**src/inc/gor_defines.vh**
```
// Constants for the gating override and restart interlock controller.
// Assumes a single 40 MHz device clock; times are kept in milliseconds.
`ifndef GOR_DEFINES_VH
`define GOR_DEFINES_VH

// ----------------------------------------------------------------------
// Clock rate
// ----------------------------------------------------------------------
`define GOR_CLK_KHZ        33'd40000

// ----------------------------------------------------------------------
// Times in ms, as printed or chosen
// ----------------------------------------------------------------------
`define GOR_PRESS_MIN_MS   33'd150
`define GOR_PRESS_MAX_MS   33'd4000
`define GOR_OVR_MAX_MS     33'd120000
`define GOR_OVR_LOCK_MS    33'd150000
`define GOR_DEBOUNCE_MS    33'd10
`define GOR_BLINK_HALF_MS  33'd250

`endif

```
**src/hw/gor_debounce.v**
```verilog
// Button conditioner: two-stage synchroniser and stability debouncer.
// Assumes a raw pin input from outside the clock domain.
`timescale 1ns/1ps
`include "gor_defines.vh"

module gor_debounce #(
    parameter [32:0] DEB_CYC = `GOR_DEBOUNCE_MS * `GOR_CLK_KHZ
) (
    input  wire mclk_i,
    input  wire reset_i,
    input  wire raw_i,
    output reg  level_o
);

    reg        sync1_q;
    reg        sync2_q;
    reg [32:0] stable_cnt_q;

    // ------------------------------------------------------------------
    // Synchroniser and stability counter
    // ------------------------------------------------------------------
    always @(posedge mclk_i or posedge reset_i) begin
        if (reset_i) begin
            sync1_q      <= 1'b0;
            sync2_q      <= 1'b0;
            stable_cnt_q <= 33'h0;
            level_o      <= 1'b0;
        end else begin
            sync1_q <= raw_i;
            sync2_q <= sync1_q;
            // Contact bounce must settle for a full window first
            if (sync2_q == level_o) begin
                stable_cnt_q <= 33'h0;
            end else if (stable_cnt_q >= DEB_CYC - 33'h1) begin
                stable_cnt_q <= 33'h0;
                level_o      <= sync2_q;
            end else begin
                stable_cnt_q <= stable_cnt_q + 33'h1;
            end
        end
    end

endmodule // gor_debounce

```
**src/hw/gor_ctrl.v**
```verilog
// Override sequence and start/restart interlock of a light curtain
// receiver. Assumes all inputs are pins from outside the clock domain.
//
// How it works
// Override starts with press-release lasting 0.15 s to 4 s.
// A second press, held, switches the safety outputs on.
// Valid gating at release keeps outputs on, normal operation resumes.
// Invalid gating: outputs stay on only while button stays pressed.
// Override outputs drop on release or after 120 s.
// Button still held at 150 s puts the device into interlock.
// After that interlock a fresh press-and-hold continues the override.
// Gating start plus interrupted field after second press continues gating.
// Indicator toggles low/high while that gating continues.
// Operator clears any error before trying override.
// Outputs stay off after field clears following an interruption.
// Outputs stay off after power returns; no automatic release.
// Override only with field, both sync beams blocked, gating start.
// Accepted press in locked-off state releases interlock, turns on.
// Press durations timed by clocked counter after debouncing.
`timescale 1ns/1ps
`include "gor_defines.vh"

module gor_ctrl #(
    parameter [32:0] PRESS_MIN_CYC = `GOR_PRESS_MIN_MS * `GOR_CLK_KHZ,
    parameter [32:0] PRESS_MAX_CYC = `GOR_PRESS_MAX_MS * `GOR_CLK_KHZ,
    parameter [32:0] OVR_MAX_CYC   = `GOR_OVR_MAX_MS * `GOR_CLK_KHZ,
    parameter [32:0] OVR_LOCK_CYC  = `GOR_OVR_LOCK_MS * `GOR_CLK_KHZ,
    parameter [32:0] DEB_CYC       = `GOR_DEBOUNCE_MS * `GOR_CLK_KHZ,
    parameter [32:0] BLINK_CYC     = `GOR_BLINK_HALF_MS * `GOR_CLK_KHZ
) (
    input  wire mclk_i,
    input  wire reset_i,
    input  wire reset_button_i,
    input  wire field_clear_i,
    input  wire sync_beams_blocked_i,
    input  wire gating_start_i,
    input  wire gating_valid_i,
    input  wire error_present_i,
    output reg  safety_switch_outputs_o,
    output reg  gating_indicator_output_o,
    output reg  restart_interlock_o,
    output reg  override_active_o
);

    // ------------------------------------------------------------------
    // States
    // ------------------------------------------------------------------
    localparam [5:0] ST_LOCKED   = 6'h01;
    localparam [5:0] ST_ON       = 6'h02;
    localparam [5:0] ST_OVR_ARM  = 6'h04;
    localparam [5:0] ST_OVR_ON   = 6'h08;
    localparam [5:0] ST_OVR_TOUT = 6'h10;
    localparam [5:0] ST_OVR_LOCK = 6'h20;

    reg  [5:0]  state_q;
    reg  [5:0]  state_d;
    reg  [4:0]  sync1_q;
    reg  [4:0]  sync2_q;
    reg         btn_prev_q;
    reg  [32:0] press_cnt_q;
    reg  [32:0] ovr_cnt_q;
    reg  [32:0] blink_cnt_q;
    reg         blink_q;
    wire        btn;
    wire        field_clear;
    wire        beams_blk;
    wire        gate_start;
    wire        gate_valid;
    wire        err;
    wire        released;
    wire        press_ok;
    wire        ovr_cond;
    wire        gate_cont;
    wire        blinking;
    wire        in_ovr;

    function press_in_window;
        input [32:0] cnt;
        begin
            press_in_window = (cnt >= PRESS_MIN_CYC) &&
                              (cnt <= PRESS_MAX_CYC);
        end
    endfunction

    // ------------------------------------------------------------------
    // Input conditioning
    // ------------------------------------------------------------------
    gor_debounce #(
        .DEB_CYC (DEB_CYC)
    ) gor_debounce_inst (
        .mclk_i  (mclk_i),
        .reset_i (reset_i),
        .raw_i   (reset_button_i),
        .level_o (btn)
    );

    always @(posedge mclk_i or posedge reset_i) begin
        if (reset_i) begin
            sync1_q <= 5'h00;
            sync2_q <= 5'h00;
        end else begin
            sync1_q <= {error_present_i, gating_valid_i, gating_start_i,
                        sync_beams_blocked_i, field_clear_i};
            sync2_q <= sync1_q;
        end
    end

    assign field_clear = sync2_q[0];
    assign beams_blk   = sync2_q[1];
    assign gate_start  = sync2_q[2];
    assign gate_valid  = sync2_q[3];
    assign err         = sync2_q[4];

    assign released  = btn_prev_q & ~btn;
    assign press_ok  = released & press_in_window(press_cnt_q);
    // Error blocks entry; clearing it is up to the operator
    assign ovr_cond  = ~field_clear & beams_blk & gate_start & ~err;
    assign gate_cont = gate_start & ~field_clear;
    assign in_ovr    = (state_q == ST_OVR_ON) || (state_q == ST_OVR_TOUT);
    assign blinking  = (state_q == ST_OVR_ON) & gate_cont;

    // ------------------------------------------------------------------
    // Timers
    // ------------------------------------------------------------------
    always @(posedge mclk_i or posedge reset_i) begin
        if (reset_i) begin
            btn_prev_q  <= 1'b0;
            press_cnt_q <= 33'h0;
            ovr_cnt_q   <= 33'h0;
            blink_cnt_q <= 33'h0;
            blink_q     <= 1'b0;
        end else begin
            btn_prev_q <= btn;
            // Saturate so a very long hold never wraps into the window
            if (!btn) begin
                press_cnt_q <= 33'h0;
            end else if (press_cnt_q <= PRESS_MAX_CYC) begin
                press_cnt_q <= press_cnt_q + 33'h1;
            end
            if (!in_ovr) begin
                ovr_cnt_q <= 33'h0;
            end else if (ovr_cnt_q < OVR_LOCK_CYC) begin
                ovr_cnt_q <= ovr_cnt_q + 33'h1;
            end
            if (!blinking) begin
                blink_cnt_q <= 33'h0;
                blink_q     <= 1'b0;
            end else if (blink_cnt_q >= BLINK_CYC - 33'h1) begin
                blink_cnt_q <= 33'h0;
                blink_q     <= ~blink_q;
            end else begin
                blink_cnt_q <= blink_cnt_q + 33'h1;
            end
        end
    end

    // ------------------------------------------------------------------
    // Sequence control
    // ------------------------------------------------------------------
    always @* begin
        state_d = state_q;
        case (state_q)
            ST_LOCKED: begin
                if (press_ok && ovr_cond) begin
                    state_d = ST_OVR_ARM;
                end else if (press_ok && field_clear && !err) begin
                    state_d = ST_ON;
                end
            end
            ST_ON: begin
                if (err || (!field_clear && !gate_valid)) begin
                    state_d = ST_LOCKED;
                end
            end
            ST_OVR_ARM: begin
                if (!ovr_cond) begin
                    state_d = ST_LOCKED;
                end else if (btn && !btn_prev_q) begin
                    state_d = ST_OVR_ON;
                end
            end
            ST_OVR_ON: begin
                if (err) begin
                    state_d = ST_LOCKED;
                end else if (!btn) begin
                    // Valid gating carries on without the button
                    if (gate_valid && gate_start) begin
                        state_d = ST_ON;
                    end else begin
                        state_d = ST_LOCKED;
                    end
                end else if (ovr_cnt_q >= OVR_MAX_CYC) begin
                    state_d = ST_OVR_TOUT;
                end
            end
            ST_OVR_TOUT: begin
                if (!btn) begin
                    state_d = ST_LOCKED;
                end else if (ovr_cnt_q >= OVR_LOCK_CYC) begin
                    state_d = ST_OVR_LOCK;
                end
            end
            ST_OVR_LOCK: begin
                // Step-by-step: release, then press-and-hold again
                if (!btn) begin
                    state_d = ST_OVR_ARM;
                end
            end
            default: begin
                state_d = ST_LOCKED;
            end
        endcase
    end

    // Power-up always lands in locked-off; nothing releases by itself
    always @(posedge mclk_i or posedge reset_i) begin
        if (reset_i) begin
            state_q                   <= ST_LOCKED;
            safety_switch_outputs_o   <= 1'b0;
            gating_indicator_output_o <= 1'b0;
            restart_interlock_o       <= 1'b1;
            override_active_o         <= 1'b0;
        end else begin
            state_q                   <= state_d;
            safety_switch_outputs_o   <= (state_d == ST_ON) ||
                                         (state_d == ST_OVR_ON);
            gating_indicator_output_o <= blinking ? blink_q
                                                  : ~field_clear;
            restart_interlock_o       <= (state_d == ST_LOCKED);
            override_active_o         <= (state_d == ST_OVR_ARM) ||
                                         (state_d == ST_OVR_ON) ||
                                         (state_d == ST_OVR_TOUT) ||
                                         (state_d == ST_OVR_LOCK);
        end
    end

endmodule // gor_ctrl

```
**config.mk**
```make
export PLATFORM = sky130hd
export DESIGN_NAME = gor_ctrl
export DESIGN_NICKNAME = d
export VERILOG_FILES = /design/src/hw/gor_debounce.v /design/src/hw/gor_ctrl.v
export VERILOG_INCLUDE_DIRS = /design/src /design/src/inc
export SDC_FILE = /design/constraint.sdc
export NUM_CORES = 1
export LEC_CHECK = 0
export BUFFER_PORTS_ARGS = -buffer_cell sky130_fd_sc_hd__buf_2
export CORE_MARGIN = 2
export CORE_UTILIZATION = 40
export CTS_CLUSTER_DIAMETER = 50
export DETAILED_ROUTE_END_ITERATION = 12
export GPL_TIMING_DRIVEN = 0
export SETUP_SLACK_MARGIN = 0.4
export SKIP_CTS_REPAIR_TIMING = 1
export SKIP_LAST_GASP = 1
export SYNTH_ARGS = -nofsm -noshare
export SYNTH_HDL_FRONTEND = slang
export SYNTH_SLANG_ARGS = --single-unit
```
**constraint.sdc**
```tcl
create_clock -name mclk_i -period 6.1 [get_ports mclk_i]
set_input_delay 0.915 -clock mclk_i [delete_from_list [all_inputs] [get_ports mclk_i]]
set_output_delay 0.915 -clock mclk_i [all_outputs]
set_load 0.01 [all_outputs]
```
==> metrics.csv <==
metric;value;unit
status;completed;
min_period_over_period;46.38;%
wl;15380;um
crit_required;6440;ps
antenna_found_initial;0;
synth_cell_type_count;72;
finalSetupViolations;0;
synth_area_per_cell;9.970;um2
crit_buf_inv;2;
hpwl;10270;um
r2r_end;press_cnt_q[14]$_DFFE_PP0P_;
path_common_cell;o21ai_0;
worst-slew-pin-transition;895.1;ps
p_leak;3.297;nW
hold_viol;0;
cp-endpoint;press_cnt_q[14]$_DFFE_PP0P_;
synth-edff-count;0;
drtPass1Iterations;5;
min_path_type;reg2reg;
rrSetupSlack;3270;ps
irDropWorstVdd;0.1950;mV
critPathCaptureType;register;
grt_setup_unrepaired;no;
critPathTopFamily;compound AO/OA/AOI/OAI gates;
ant_nets;0;
crit_start;press_cnt_q[13]$_DFFE_PP0P_;
diodes;0;
final_max_slew_viol_count;0;
vias;5664;
fin_crit;2829;ps
clockRootBuffer;clkbuf_16;
path_class;reg2reg;
yosysSeqAreaShare;51.75;%
start_util;40.75;%
seq_area;3931;um2
power.total;2.151;mW
placed_area;8063;um2
vias_per_cell;5.333;
synth_area;7597;um2
fin_ws;3271;ps
path_depth;8;
pre_cts_ws;3285;ps
ys_ff_latch;157;
fp-row-count;50;
cts_buffer_depth;2;
cts_sinks;157;
grt_pass1_vias;5254;
startpoint_type;register;
fmax;353.4;MHz
synth_warnings;0;
arrival;3170;ps
postLayoutCellArea;8640;um2
die_y;141.8;um
syn_inst;762;
multi_input_area;3495;um2
synth_top_flop_cell;dfrtp_1;
timing.rr.start;press_cnt_q[13]$_DFFE_PP0P_;
fin_util;46.34;%
slowest_stage;o211ai_1;
overflow;0;
fin_worst_skew;11.16;ps
core-area;18640;um2
cap_violations;0;
boundaryPins;12;
reg2reg_depth;8;
dieArea;20110;um2
portBuffers;11;
grt_max_degree;85;
holdCritStartpoint;sync1_q[2]$_DFF_PP0_;
drive_above_1_share;9.662;%
p_per_area;249.0;nW/um2
insertion_delay;430;ps
wl_per_cell;14.48;um
htree_levels;4;
worstPathCellList;o211a_1 -> o21ai_0 -> a221o_1 -> o211ai_1 -> clkbuf_1 -> buf_2 -> o21ai_0 -> a21oi_1;
grt_pass1_wl;26280;um
cts_tree;yes;
grtUsageTotal;16.25;%
nets;829;
gp_congestion;0.8095;
dr.first_iter.drc_count;502;
maxSlewHeadroom;39.78;%
numCtsBuffers;17;
drc;0;
fillCellCount;1781;
async_flop_share;100.0;%
die_w;141.8;um
area_growth;13.72;%
clk_pin_slew;70;ps
critical_path.max_stage_delay;540;ps
cp_max_fo;10;
-- logic make-up (layout without fill, tap and decap cells) --
| group | count (synthesis) | in the layout | share of synthesized area (%) |
|---|---|---|---|
| fa+ha+maj | 6 | 6 | 0.9881 |
| other cells | 1 | 23 | 0.04936 |
| simple gates | 325 | 325 | 21.81 |
| buf+inv | 60 | 104 | 3.343 |
| compound gates | 139 | 139 | 13.42 |
| xor+xnor | 69 | 69 | 7.955 |
| flops | 157 | 157 | 51.75 |
| mux | 5 | 5 | 0.6917 |
-- cell usage after synthesis, types with 6 or more instances --
library cell    n  share of area [%]
nor4_1         15                1.2
nand4_1        21                1.7
nor2b_1         7               0.58
nor3_1         18                1.2
ha_1            6               0.99
nand2_1        53                2.6
dfrtp_1       155                 51
or4_1          15                1.5
a21oi_1        43                2.8
o21ai_0        23                1.5
nor2_1        108                5.3
a211oi_1       11                1.1
inv_1          31                1.5
clkbuf_1       19               0.94
and2_1          7               0.58
or3_1          16                1.3
o31ai_1        17                1.7
xor2_1         19                2.2
nand3_1        28                1.8
xnor2_1        50                5.8
and3_1          9               0.74
a31oi_1         6               0.49
-- layout make-up --
type                    instances  share of cell area, %
plain buffers                  29                  1.593
clock buffers                  17                  4.924
clock inverters                15                  1.752
inverters                      31                  1.434
multi-input cells             567                  40.45
flip-flops and latches        157                  45.50
well taps                     234                  3.389
repair buffers                 12                 0.9558
-- how the worst min path moves through the flow --
stage / end / slack (ps) / depth (start not counted)
floorplan: gor_debounce_inst.sync2_q$_DFF_PP0_ / 330 / 0
global placement: sync2_q[0]$_DFF_PP0_ / 340 / 0
detailed placement: sync2_q[0]$_DFF_PP0_ / 340 / 0
CTS: sync2_q[0]$_DFF_PP0_ / 350 / 0
global route: sync2_q[2]$_DFF_PP0_ / 360 / 0
finish: sync2_q[2]$_DFF_PP0_ / 350 / 0
-- routing by layer --
metal  track usage (%)  wire length (um)  up-vias  part of all wire, %
met1             23.85              7550     2717                   49
met2             23.81              6955      123                   45
met5                 0                 0        -                    0
met3             3.679               705       12                  4.6
li1                  -                 -     2812                    -
met4             5.368               168        0                  1.1
-- placed cells by master, fill, tap and decap left out, types with 17 or more instances in the layout --
cell type and count:
clkbuf_16 17, nand2_1 53, inv_1 30, nor3_1 18, nand4_1 21, clkbuf_1 19
xnor2_1 50, conb_1 23, o21ai_0 23, dfrtp_1 155, xor2_1 19, nand3_1 28
a21oi_1 43, o31ai_1 17, nor2_1 108
-- where the power goes --
part	internal, mW	total (mW)	switching [mW]
clock	0.576	1.04	0.463
sequential	1.06	1.06	0.00729
combinational	0.0107	0.0495	0.0388
-- flip-flops by register name (all words and copies together), names as in the netlist --
signal                          cells
blink_q                             1
gor_debounce_inst.sync1_q           1
btn_prev_q                          1
press_cnt_q                        33
ovr_cnt_q                          33
state_q                             6
gor_debounce_inst.stable_cnt_q     33
sync2_q                             5
override_active_o                   1
sync1_q                             5
gor_debounce_inst.sync2_q           1
gating_indicator_output_o           1
safety_switch_outputs_o             1
restart_interlock_o                 1
blink_cnt_q                        33
gor_debounce_inst.level_o           1
-- through the flow --
stage               TNS (ps)  hold WS [ps]  cells
floorplan                  0         331.2    784
global placement     -139420         336.0   1029
detailed placement         0         336.3   1030
CTS                        0         352.3   1062
global route               0         356.5   1062
finish                     0         345.0   1062
Power figures use the tool's default switching activity.
